===== src/hdl/exec_subset_pkg.sv =====
// Package: types and constants shared by the instruction subset execution unit
package exec_subset_pkg;

    // ****************************************************************
    // Widths
    // ****************************************************************
    localparam int DATA_W = 8;
    localparam int ADDR_W = 8;
    localparam int PROG_ADDR_W = 12;
    localparam int PROG_W = 15;
    localparam int PAGE_W = 4;
    localparam int TBL_HIGH_W = PROG_W - DATA_W;

    // ****************************************************************
    // Reset values and constants
    // ****************************************************************
    localparam logic [DATA_W-1:0] ACC_RESET = 8'h00;
    localparam logic [TBL_HIGH_W-1:0] TBL_HIGH_RESET = 7'h00;
    localparam logic [PAGE_W-1:0] LAST_PAGE = 4'hF;
    localparam logic [DATA_W-1:0] BYTE_ZERO = 8'h00;
    localparam logic [DATA_W-1:0] BYTE_ONE = 8'h01;

    // ****************************************************************
    // Operation codes
    // ****************************************************************
    typedef enum logic [4:0] {
        OP_NONE                   = 5'h00,
        OP_INCR_SKIP_NULL         = 5'h01,
        OP_INCR_TO_ACC_SKIP_NULL  = 5'h02,
        OP_SKIP_BIT_SET           = 5'h03,
        OP_SKIP_BIT_CLEAR         = 5'h04,
        OP_SKIP_IF_NULL           = 5'h05,
        OP_COPY_SKIP_IF_NULL      = 5'h06,
        OP_MINUS_TO_ACC           = 5'h07,
        OP_MINUS_TO_MEMORY        = 5'h08,
        OP_MINUS_IMM_TO_ACC       = 5'h09,
        OP_MINUS_CARRY_TO_ACC     = 5'h0A,
        OP_MINUS_CARRY_TO_MEMORY  = 5'h0B,
        OP_NIBBLE_EXCHANGE        = 5'h0C,
        OP_NIBBLE_EXCHANGE_TO_ACC = 5'h0D,
        OP_TABLE_READ_CURRENT     = 5'h0E,
        OP_TABLE_READ_LAST        = 5'h0F,
        OP_XOR_TO_ACC             = 5'h10,
        OP_XOR_TO_MEMORY          = 5'h11,
        OP_XOR_IMM_TO_ACC         = 5'h12
    } op_t;

    typedef enum logic [0:0] {
        ST_IDLE      = 1'b0,
        ST_TBL_FETCH = 1'b1
    } state_t;

    // ****************************************************************
    // Carriers
    // ****************************************************************
    typedef struct packed {
        op_t op;
        logic [2:0] bit_sel;
        logic [ADDR_W-1:0] mem_addr;
        logic [DATA_W-1:0] mem_data;
        logic [DATA_W-1:0] imm;
    } exec_req_t;

    typedef struct packed {
        logic en;
        logic [ADDR_W-1:0] addr;
        logic [DATA_W-1:0] data;
    } mem_wr_t;

    typedef struct packed {
        logic ov;
        logic z;
        logic ac;
        logic c;
    } flags_t;

    localparam flags_t FLAGS_RESET = 4'h0;
    localparam mem_wr_t MEM_WR_IDLE = 17'h00000;

endpackage : exec_subset_pkg


===== src/hdl/minus_flags_unit.sv =====
// Module: 8-bit subtractor with borrow-inverse input and flag outputs
`timescale 1ns/1ps
`default_nettype none

module minus_flags_unit
    import exec_subset_pkg::*;
(
    // Operands
    input wire logic [DATA_W-1:0] minuend,
    input wire logic [DATA_W-1:0] subtrahend,
    input wire logic borrow_inv_in,
    // Result
    output logic [DATA_W-1:0] diff,
    output exec_subset_pkg::flags_t flags
);
    logic [DATA_W:0] wide;
    logic [4:0] low_nib;
    logic not_c;

    always_comb
    begin
        not_c = ~borrow_inv_in;
        wide = {1'b0, minuend} - {1'b0, subtrahend} - {8'h00, not_c};
        low_nib = {1'b0, minuend[3:0]} - {1'b0, subtrahend[3:0]} - {4'h0, not_c};
        diff = wide[DATA_W-1:0];
        // Borrow out of bit 8 means a negative result, so the carry reads 0
        flags.c = ~wide[DATA_W];
        flags.ac = ~low_nib[4];
        flags.z = (wide[DATA_W-1:0] == BYTE_ZERO);
        flags.ov = (minuend[7] != subtrahend[7]) && (wide[7] != minuend[7]);
    end

endmodule : minus_flags_unit
`default_nettype wire


===== src/hdl/byte_ops_unit.sv =====
// Module: increment, nibble exchange, exclusive OR and bit/zero tests of a byte
`timescale 1ns/1ps
`default_nettype none

module byte_ops_unit
    import exec_subset_pkg::*;
(
    // Operands
    input wire logic [DATA_W-1:0] mem_byte,
    input wire logic [DATA_W-1:0] other_byte,
    input wire logic [2:0] bit_sel,
    // Results
    output logic [DATA_W-1:0] incr,
    output logic [DATA_W-1:0] swapped,
    output logic [DATA_W-1:0] xored,
    output logic incr_null,
    output logic mem_null,
    output logic xor_null,
    output logic sel_bit
);
    always_comb
    begin
        incr = mem_byte + BYTE_ONE;
        swapped = {mem_byte[3:0], mem_byte[7:4]};
        xored = other_byte ^ mem_byte;
        incr_null = (incr == BYTE_ZERO);
        mem_null = (mem_byte == BYTE_ZERO);
        xor_null = (xored == BYTE_ZERO);
        sel_bit = mem_byte[bit_sel];
    end

endmodule : byte_ops_unit
`default_nettype wire


===== src/hdl/instr_exec_subset.sv =====
// Module: execution unit for the skip, subtract, swap, table read and XOR instructions
// ****************************************************************
// ****************************************************************
`timescale 1ns/1ps
`default_nettype none

module instr_exec_subset
    import exec_subset_pkg::*;
(
    // Clock and reset
    input wire logic sys_clk,
    input wire logic reset_n,
    // Instruction request from fetch and decode
    input wire logic exec_valid,
    input wire exec_subset_pkg::exec_req_t exec_req,
    output logic exec_ready,
    output logic exec_done,
    // Program counter and table pointer
    input wire logic [PROG_ADDR_W-1:0] pc,
    input wire logic [DATA_W-1:0] table_pointer,
    output logic skip_next,
    // Program memory port for table reads
    output logic prog_rd,
    output logic [PROG_ADDR_W-1:0] prog_addr,
    input wire logic [PROG_W-1:0] prog_data,
    // Data memory write port
    output exec_subset_pkg::mem_wr_t mem_wr,
    // Accumulator load by instructions outside this subset
    input wire logic acc_load,
    input wire logic [DATA_W-1:0] acc_load_data,
    // Architectural state
    output logic [DATA_W-1:0] acc,
    output exec_subset_pkg::flags_t flags,
    output logic [TBL_HIGH_W-1:0] table_high_latch
);
    import exec_subset_pkg::*;

    // ****************************************************************
    // Registers
    // ****************************************************************
    state_t state_q;
    state_t state_d;
    logic [DATA_W-1:0] acc_q;
    flags_t flags_q;
    logic [TBL_HIGH_W-1:0] tbl_high_q;
    mem_wr_t mem_wr_q;
    logic skip_q;
    logic done_q;
    logic prog_rd_q;
    logic [PROG_ADDR_W-1:0] prog_addr_q;
    logic [ADDR_W-1:0] tbl_dest_q;

    // ****************************************************************
    // Datapath
    // ****************************************************************
    logic take;
    logic [DATA_W-1:0] sub_rhs;
    logic sub_cin;
    logic [DATA_W-1:0] sub_diff;
    flags_t sub_flags;
    logic [DATA_W-1:0] xor_rhs;
    logic [DATA_W-1:0] incr;
    logic [DATA_W-1:0] swapped;
    logic [DATA_W-1:0] xored;
    logic incr_null;
    logic mem_null;
    logic xor_null;
    logic sel_bit;

    assign take = exec_valid && (state_q == ST_IDLE);
    assign exec_ready = (state_q == ST_IDLE);

    always_comb
    begin
        sub_rhs = exec_req.mem_data;
        sub_cin = 1'b1;
        xor_rhs = exec_req.mem_data;
        case (exec_req.op)
            OP_MINUS_IMM_TO_ACC: sub_rhs = exec_req.imm;
            OP_MINUS_CARRY_TO_ACC,
            OP_MINUS_CARRY_TO_MEMORY: sub_cin = flags_q.c;
            OP_XOR_IMM_TO_ACC: xor_rhs = exec_req.imm;
            default: sub_cin = 1'b1;
        endcase
    end

    minus_flags_unit u_minus (
        .minuend(acc_q),
        .subtrahend(sub_rhs),
        .borrow_inv_in(sub_cin),
        .diff(sub_diff),
        .flags(sub_flags)
    );

    byte_ops_unit u_byte_ops (
        .mem_byte(exec_req.mem_data),
        .other_byte(acc_q),
        .bit_sel(exec_req.bit_sel),
        .incr(incr),
        .swapped(swapped),
        .xored(xored),
        .incr_null(incr_null),
        .mem_null(mem_null),
        .xor_null(xor_null),
        .sel_bit(sel_bit)
    );

    // XOR with immediate needs its own result since the byte unit sees memory
    logic [DATA_W-1:0] xor_res;
    logic xor_res_null;
    always_comb
    begin
        xor_res = (exec_req.op == OP_XOR_IMM_TO_ACC) ? (acc_q ^ xor_rhs) : xored;
        xor_res_null = (exec_req.op == OP_XOR_IMM_TO_ACC) ? ((acc_q ^ xor_rhs) == BYTE_ZERO)
                                                           : xor_null;
    end

    // ****************************************************************
    // Sequencer
    // ****************************************************************
    always_comb
    begin
        state_d = state_q;
        case (state_q)
            ST_IDLE:
            begin
                if (take && (exec_req.op == OP_TABLE_READ_CURRENT ||
                             exec_req.op == OP_TABLE_READ_LAST))
                begin
                    state_d = ST_TBL_FETCH;
                end
            end
            ST_TBL_FETCH: state_d = ST_IDLE;
            default: state_d = ST_IDLE;
        endcase
    end

    always_ff @(posedge sys_clk)
    begin
        if (!reset_n)
        begin
            state_q <= ST_IDLE;
        end
        else
        begin
            state_q <= state_d;
        end
    end

    // ****************************************************************
    // Program memory access for table reads
    // ****************************************************************
    always_ff @(posedge sys_clk)
    begin
        if (!reset_n)
        begin
            prog_rd_q <= 1'b0;
            prog_addr_q <= '0;
            tbl_dest_q <= '0;
        end
        else if (take && exec_req.op == OP_TABLE_READ_CURRENT)
        begin
            prog_rd_q <= 1'b1;
            prog_addr_q <= {pc[PROG_ADDR_W-1:DATA_W], table_pointer};
            tbl_dest_q <= exec_req.mem_addr;
        end
        else if (take && exec_req.op == OP_TABLE_READ_LAST)
        begin
            prog_rd_q <= 1'b1;
            prog_addr_q <= {LAST_PAGE, table_pointer};
            tbl_dest_q <= exec_req.mem_addr;
        end
        else
        begin
            prog_rd_q <= 1'b0;
        end
    end

    always_ff @(posedge sys_clk)
    begin
        if (!reset_n)
        begin
            tbl_high_q <= TBL_HIGH_RESET;
        end
        else if (state_q == ST_TBL_FETCH)
        begin
            tbl_high_q <= prog_data[PROG_W-1:DATA_W];
        end
    end

    // ****************************************************************
    // Accumulator
    // ****************************************************************
    always_ff @(posedge sys_clk)
    begin
        if (!reset_n)
        begin
            acc_q <= ACC_RESET;
        end
        else if (take)
        begin
            case (exec_req.op)
                OP_INCR_TO_ACC_SKIP_NULL: acc_q <= incr;
                OP_COPY_SKIP_IF_NULL: acc_q <= exec_req.mem_data;
                OP_MINUS_TO_ACC,
                OP_MINUS_IMM_TO_ACC,
                OP_MINUS_CARRY_TO_ACC: acc_q <= sub_diff;
                OP_NIBBLE_EXCHANGE_TO_ACC: acc_q <= swapped;
                OP_XOR_TO_ACC,
                OP_XOR_IMM_TO_ACC: acc_q <= xor_res;
                default: acc_q <= acc_q;
            endcase
        end
        else if (acc_load && state_q == ST_IDLE)
        begin
            acc_q <= acc_load_data;
        end
    end

    // ****************************************************************
    // Flags
    // ****************************************************************
    always_ff @(posedge sys_clk)
    begin
        if (!reset_n)
        begin
            flags_q <= FLAGS_RESET;
        end
        else if (take)
        begin
            case (exec_req.op)
                OP_MINUS_TO_ACC,
                OP_MINUS_TO_MEMORY,
                OP_MINUS_IMM_TO_ACC,
                OP_MINUS_CARRY_TO_ACC,
                OP_MINUS_CARRY_TO_MEMORY: flags_q <= sub_flags;
                OP_XOR_TO_ACC,
                OP_XOR_TO_MEMORY,
                OP_XOR_IMM_TO_ACC: flags_q.z <= xor_res_null;
                default: flags_q <= flags_q;
            endcase
        end
    end

    // ****************************************************************
    // Data memory write-back
    // ****************************************************************
    always_ff @(posedge sys_clk)
    begin
        if (!reset_n)
        begin
            mem_wr_q <= MEM_WR_IDLE;
        end
        else if (state_q == ST_TBL_FETCH)
        begin
            mem_wr_q.en <= 1'b1;
            mem_wr_q.addr <= tbl_dest_q;
            mem_wr_q.data <= prog_data[DATA_W-1:0];
        end
        else if (take)
        begin
            mem_wr_q.addr <= exec_req.mem_addr;
            case (exec_req.op)
                OP_INCR_SKIP_NULL:
                begin
                    mem_wr_q.en <= 1'b1;
                    mem_wr_q.data <= incr;
                end
                OP_MINUS_TO_MEMORY,
                OP_MINUS_CARRY_TO_MEMORY:
                begin
                    mem_wr_q.en <= 1'b1;
                    mem_wr_q.data <= sub_diff;
                end
                OP_NIBBLE_EXCHANGE:
                begin
                    mem_wr_q.en <= 1'b1;
                    mem_wr_q.data <= swapped;
                end
                OP_XOR_TO_MEMORY:
                begin
                    mem_wr_q.en <= 1'b1;
                    mem_wr_q.data <= xored;
                end
                default: mem_wr_q.en <= 1'b0;
            endcase
        end
        else
        begin
            mem_wr_q.en <= 1'b0;
        end
    end

    // ****************************************************************
    // Skip decision and completion
    // ****************************************************************
    // The fetch unit turns the next fetched word into a dummy on this pulse
    always_ff @(posedge sys_clk)
    begin
        if (!reset_n)
        begin
            skip_q <= 1'b0;
        end
        else if (take)
        begin
            case (exec_req.op)
                OP_INCR_SKIP_NULL,
                OP_INCR_TO_ACC_SKIP_NULL: skip_q <= incr_null;
                OP_SKIP_BIT_SET: skip_q <= sel_bit;
                OP_SKIP_BIT_CLEAR: skip_q <= ~sel_bit;
                OP_SKIP_IF_NULL,
                OP_COPY_SKIP_IF_NULL: skip_q <= mem_null;
                default: skip_q <= 1'b0;
            endcase
        end
        else
        begin
            skip_q <= 1'b0;
        end
    end

    always_ff @(posedge sys_clk)
    begin
        if (!reset_n)
        begin
            done_q <= 1'b0;
        end
        else
        begin
            // Table reads finish one cycle later than everything else
            done_q <= (take && state_d == ST_IDLE && exec_req.op != OP_NONE) ||
                      (state_q == ST_TBL_FETCH);
        end
    end

    // ****************************************************************
    // Outputs
    // ****************************************************************
    assign exec_done = done_q;
    assign skip_next = skip_q;
    assign prog_rd = prog_rd_q;
    assign prog_addr = prog_addr_q;
    assign mem_wr = mem_wr_q;
    assign acc = acc_q;
    assign flags = flags_q;
    assign table_high_latch = tbl_high_q;

endmodule : instr_exec_subset
`default_nettype wire


===== config.mk =====
export PLATFORM = sky130hd
export DESIGN_NAME = instr_exec_subset
export DESIGN_NICKNAME = d
export VERILOG_FILES = /design/src/hdl/exec_subset_pkg.sv /design/src/hdl/minus_flags_unit.sv /design/src/hdl/byte_ops_unit.sv /design/src/hdl/instr_exec_subset.sv
export SDC_FILE = /design/constraint.sdc
export NUM_CORES = 1
export LEC_CHECK = 0
export BUFFER_PORTS_ARGS = -buffer_cell sky130_fd_sc_hd__buf_4
export CAP_MARGIN = 20
export CORE_MARGIN = 2
export CORE_UTILIZATION = 52
export CTS_CLUSTER_DIAMETER = 50
export DETAILED_ROUTE_END_ITERATION = 10
export PLACE_DENSITY = 0.81
export SYNTH_ARGS = -nofsm -noshare
export SYNTH_HDL_FRONTEND = slang
export SYNTH_SLANG_ARGS = --single-unit

===== constraint.sdc =====
create_clock -name sys_clk -period 5.1 [get_ports sys_clk]
set_input_delay 0.255 -clock sys_clk [delete_from_list [all_inputs] [get_ports sys_clk]]
set_output_delay 0.255 -clock sys_clk [all_outputs]
set_load 0.01 [all_outputs]

==> run_results.csv, run 1 <==
group,metric,value,unit
floorplan,die_w,94.84,µm
worst_setup_path,critPathKind,"in -> reg",
worst_setup_path,critical_path.max_fanout,14,
timing,fmax,0.2622,GHz
yosys,synth_top_family_by_area,"compound AO/OA/AOI/OAI gates",
layout,syn_to_final_growth,25.46,%
worst_setup_path,setup.worst_path.start,"exec_req[30]",
yosys,synth.top_cells.by_area,"dfxtp_1 (28%), mux2i_1 (6.5%), xnor2_1 (5.3%)",
timing,post-route-period-util,0.7479,
floorplan,boundaryPins,131,
floorplan,fp-row-count,33,
yosys,yosysWarnings,0,
layout,drive_gt1_frac,0.2492,
layout,fillers,737,
layout,nets,726,
timing,fin_crit,3.814,ns
detailed_routing,vias,4571,
layout,diodes,0,
timing,tightest_slew,1.101,ns
yosys,yosysMostFrequentCell,"dfxtp_1",
worst_setup_path,r2r-end,"flags[2]",
global_routing,grt_max_degree,30,
worst_hold_path,hold_path.startpoint,"exec_req[16]",
yosys,synthAdderAreaFrac,0.05599,
place,io_buffer_count,122,
cts,cts_root_buffer,"clkbuf_8",
floorplan,core,8093,µm²
yosys,synth_common_cells,"dfxtp_1 (60), nor2_1 (48), nand2_1 (45)",
worst_setup_path,critPathLaunchType,"primary input",
yosys,synth_cell_types,67,
timing,hold_viol_final,0,
cts,clkSinkCount,60,
detailed_routing,ant_nets,0,
cts,clkTransAtPathRegs,0.08,ns
power_and_ir_drop,powerDensity,260.9,nW/µm²
detailed_routing,viasPerCell,6.185,
floorplan,die_h,94.84,µm
worst_setup_path,r2r_start,"acc[0]",
timing,setup_viol,0,
timing,rsz0062_at_grt,"false",
yosys,synthArstFlopShare,0,
place,dp_cells,723,
timing,skew,0.01527,ns
worst_setup_path,crit_path_end,"flags[2]",
global_routing,grt_pass1_vias,4288,
yosys,yosys.area.top_type_share,0.2800,
floorplan,initial_utilization,0.5301,
timing,slew_headroom,0.2584,
cts,ctsResizeCount,0,
power_and_ir_drop,p_leak,2.245,nW
timing,setup_ws,1.286,ns
yosys,synth_xor_area_frac,0.07553,
worst_setup_path,crit_arrival,4.07,ns
yosys,synth-simple-area-share,0.1963,
global_routing,antenna_found_initial,0,
yosys,postSynthCellCount,536,
cts,postCtsSetupRepairBufs,0,
run,maxCapViolations,0,
place,routabilityCongestion,1.014,
yosys,avgSynthCellArea,8.004,µm²
yosys,seq_area_frac_synth,0.2800,
worst_setup_path,regToRegSetupSlack,1.57,ns
timing,final_max_slew_viol_count,0,
cts,hold_buffers,0,
place,dp_slack,1.044,ns
worst_setup_path,crit_path_end_kind,"flip-flop",
worst_hold_path,hold_class,"in -> reg",
cts,cts_tree,"yes",
yosys,synthMuxAreaShare,0.09682,
yosys,synth-seq-cells,60,
global_routing,grt_pass1_wl,22060,µm
status,status,"complete, no violations",
layout,layout.cells.non_filler,739,
worst_setup_path,r2r_cells,9,
detailed_routing,wire_per_inst,19.68,µm
yosys,syn_area,4290,µm²
cts,cts_buffers,9,
floorplan,die-area,8994,µm²
detailed_routing,finalWirelength,14550,µm
cts,clock_path_buffers,2,
yosys,syn-num-nets,633,
detailed_routing,drt_first_iter_violations,302,
detailed_routing,dr.pass1.iters,6,
global_routing,grt_usage,0.3221,
cts,htreeDepth,3,
yosys,synth_flop_cell,"dfxtp_1",
power_and_ir_drop,vdd_drop_max,0.1766,mV
timing,tns,0,ns
global_routing,grt_remaining_overflow,0,
yosys,synth-edff-count,0,
worst_setup_path,cp.required,5.36,ns
place,dp_hpwl,10660,µm
cts,insertion_delay,0.34,ns
yosys,yosys.area.top_type,"dfxtp_1",
detailed_routing,drc,0,
power_and_ir_drop,p_total,1.404,mW
yosys,synth-compound-area-share,0.2289,
critical path, cell delays in order:
cell,delay (ns)
buf_4,0.16
nor2b_1,0.30
nand3_1,0.13
buf_4,0.20
mux2_2,0.30
fa_1,0.43
fa_1,0.42
a21boi_0,0.35
nor2_1,0.13
xor2_1,0.39
nand4_1,0.15
or4b_1,0.59
a311oi_1,0.27
sequential cells by signal, indices dropped and copies added, names as in the netlist:
signal	count
flags	4
prog_rd	1
mem_wr	17
table_high_latch	7
tbl_dest_q	8
state_q	1
prog_addr	12
exec_done	1
skip_next	1
acc	8
kinds of logic after synthesis:
family	Yosys count
DFF	60
adders and majority gates	18
AOI/OAI and AO/OA	143
buffers and inverters	70
muxes	38
xor gates and xnor gates	37
and+or+nand+nor	170
placed cells by master, fill, tap and decap left out, types with 5 or more instances in the layout:
master      n
ha_1       16
o21ai_0    21
mux2_2      8
a222oi_1    5
clkbuf_8   11
and3_1      6
mux2i_1    28
inv_1      25
a21oi_1    40
a22o_1      8
dfxtp_1    60
nor3_1     16
nand2_1    45
a31oi_1     6
nor2b_1     9
xnor2_1    26
nor2_1     48
o21a_1      7
a221oi_1    6
xor2_1     11
nand3_1    13
o211ai_1   11
buf_4     126
nand2b_1    5
report_power, final:
part	total, mW	internal [mW]	switching [mW]
Combinational	0.442	0.190	0.252
Clock	0.453	0.251	0.202
Sequential	0.509	0.487	0.0221
cell type report:
type,count,area [µm²],area share
inverter,26,97.59,0.01813
clock inverter,4,47.55,0.008833
multi-input combinational,406,2804,0.5209
timing repair buffer,126,945.9,0.1757
clock buffer,12,155.1,0.02882
sequential,60,1201,0.2232
tap,105,131.4,0.02441
per-layer routing:
| layer | track usage | vias up | wire length [µm] |
|---|---|---|---|
| li1 | - | 2127 | - |
| met1 | 0.4265 | 2185 | 6156 |
| met2 | 0.5154 | 227 | 6890 |
| met3 | 0.06784 | 32 | 1131 |
| met4 | 0.1208 | 0 | 366 |
| met5 | 0 | - | 0 |
metrics by stage:
step	util	instance area [µm²]	hold slack, ns
2_1_floorplan	-	4290	0.3807
5_1_grt	0.6651	5383	0.1295
3_3_place_gp	0.6401	5180	0.4434
6_report	0.6651	5383	0.1440
3_5_place_dp	0.6401	5180	0.4478
4_1_cts	0.6651	5383	0.1364
how the worst min path moves through the flow:
stage                         end  cells past startpoint
global placement    tbl_dest_q[7]                      2
CTS                 tbl_dest_q[0]                      2
detailed placement   prog_addr[5]                      2
finish              tbl_dest_q[0]                      2
global route        tbl_dest_q[6]                      2
floorplan           tbl_dest_q[0]                      1
No activity file was read; power rests on OpenSTA's default activity.
==> run 2, diff against run 1 <==
==> constraint.sdc (replaced) <==
create_clock -name sys_clk -period 3.64 [get_ports sys_clk]
set_input_delay 0.182 -clock sys_clk [delete_from_list [all_inputs] [get_ports sys_clk]]
set_output_delay 0.182 -clock sys_clk [all_outputs]
set_load 0.01 [all_outputs]
==> run 2 against run 1 <==
Routed wire length fell by 2.9%. Setup slack worse by 0.93 ns. Via count is 0.53% higher. Critical endpoint unchanged.
==> run_results.csv, run 2 (same netlist as run 1, synthesis figures left out) <==
group,metric,value,unit
status,status,"complete, no violations",
worst_setup_path,critPathKind,"in -> reg",
layout,post-route-util,0.6835,
place,dp_cells,736,
timing,fin_crit,3.287,ns
timing,hold_viol_final,0,
floorplan,initial_utilization,0.5301,
layout,diodes,0,
floorplan,boundaryPins,131,
detailed_routing,wire_per_inst,18.79,µm
global_routing,grt_remaining_overflow,0,
timing,tightest_slew,0.9083,ns
global_routing,grt_pass1_vias,4253,
timing,tns,0,ns
floorplan,die_h,94.84,µm
layout,final_cell_mix,"buf_4 (139), dfxtp_1 (60), nor2_1 (48)",
worst_setup_path,crit_arrival,3.54,ns
worst_setup_path,critical_path.max_fanout,9,
worst_setup_path,regToRegSetupSlack,0.41,ns
detailed_routing,dr.pass1.iters,5,
place,dp_slack,0.06826,ns
cts,insertion_delay,0.34,ns
timing,fmax,0.3043,GHz
power_and_ir_drop,vdd_drop_max,0.3687,mV
cts,cts_buffers,9,
worst_hold_path,holdPathEnd,"tbl_dest_q[3]",
floorplan,die_w,94.84,µm
detailed_routing,ant_nets,0,
detailed_routing,drc,0,
worst_hold_path,hold_depth,2,
floorplan,fp-row-count,33,
power_and_ir_drop,powerDensity,385.2,nW/µm²
timing,final_max_slew_viol_count,0,
floorplan,core,8093,µm²
place,routabilityCongestion,1.030,
cts,postCtsSetupRepairBufs,0,
global_routing,antenna_found_initial,0,
worst_setup_path,crit_chain,"buf_4 -> nor2b_1 -> nand3_2 -> buf_4 -> mux2_2 -> ha_1 -> inv_1 -> ha_1 -> a21oi_1 -> nand2_1 -> a221oi_1 -> nand2_1 -> or4b_1 -> a311oi_1",
layout,layout.cells.non_filler,752,
worst_setup_path,r2r_start,"flags[0]",
run,maxCapViolations,0,
global_routing,grt_pass1_wl,21980,µm
cts,clkSinkCount,60,
layout,drive_gt1_frac,0.2674,
worst_setup_path,cp.required,3.90,ns
floorplan,die-area,8994,µm²
worst_hold_path,hold_path.startpoint,"exec_req[19]",
place,io_buffer_count,122,
timing,post-route-period-util,0.9029,
power_and_ir_drop,p_leak,2.329,nW
worst_setup_path,cp_slowest_stage_delay,0.53,ns
detailed_routing,drt_first_iter_violations,416,
timing,rsz0062_at_grt,"false",
detailed_routing,vias,4595,
detailed_routing,finalWirelength,14130,µm
layout,syn_to_final_growth,28.93,%
worst_setup_path,cpLargestDelayFamily,"simple AND/OR/NAND/NOR gates",
worst_hold_path,hold_class,"in -> reg",
cts,hold_buffers,0,
layout,layout_commonest_cell,"buf_4",
cts,clkTransAtPathRegs,0.08,ns
place,dp_hpwl,10660,µm
detailed_routing,viasPerCell,6.110,
global_routing,grt_usage,0.3151,
worst_setup_path,crit_path_end_kind,"flip-flop",
timing,skew,0.01585,ns
timing,setup_ws,0.3534,ns
worst_setup_path,r2r_cells,10,
worst_setup_path,worst_path_max_delay_cell,"or4b_1",
layout,largest_register_ffs,17,
worst_setup_path,r2r-end,"flags[2]",
layout,nets,739,
layout,fillers,699,
timing,slew_headroom,0.3894,
global_routing,grt_max_degree,35,
cts,cts_tree,"yes",
timing,setup_viol,0,
worst_setup_path,crit_buf_inv,3,
worst_setup_path,critPathLaunchType,"primary input",
cts,clock_path_buffers,2,
cts,htreeDepth,3,
cts,ctsResizeCount,0,
cts,cts_root_buffer,"clkbuf_8",
[run 2: how the worst max path moves through the flow]
stage / startpoint / end / slack, ns / cells after the start
after floorplan: exec_req[28] / flags[2] / 0.03 / 14
after global placement: exec_req[30] / flags[2] / 0.18 / 12
after detailed placement: exec_req[30] / flags[2] / 0.07 / 14
after CTS: exec_req[30] / flags[2] / 0.41 / 14
after global routing: exec_req[30] / flags[2] / 0.17 / 12
final: exec_req[30] / flags[2] / 0.35 / 14
[run 2: layout make-up]
type	instances	area, µm²	area share
clock buffers	10	137.6	0.02488
inverters	26	97.59	0.01764
multi-input cells	406	2809	0.5078
repair buffers	139	1044	0.1886
flip-flops and latches	60	1201	0.2171
well taps	105	131.4	0.02375
clock inverters	6	111.4	0.02013
[run 2: per-layer routing]
layer	wire, µm	vias to the layer above	global-route usage
met5	0	-	0
met1	6108	2185	0.4411
met4	246	0	0.08937
li1	-	2160	-
met3	1098	26	0.05188
met2	6673	224	0.5000
[run 2: report_power, final]
| group | total [mW] | internal (mW) | switching [mW] |
|---|---|---|---|
| Sequential | 0.710 | 0.682 | 0.0272 |
| Clock | 0.767 | 0.474 | 0.293 |
| Combinational | 0.655 | 0.299 | 0.356 |
[run 2: stage by stage]
stage          hold WS (ns)  area, µm²  total power, mW
2_1_floorplan        0.3077       4295            1.110
3_3_place_gp         0.4072       5283            1.350
3_5_place_dp         0.4089       5283            1.362
4_1_cts             0.05302       5532            2.126
5_1_grt             0.06118       5532            2.220
6_report            0.06366       5532            2.131
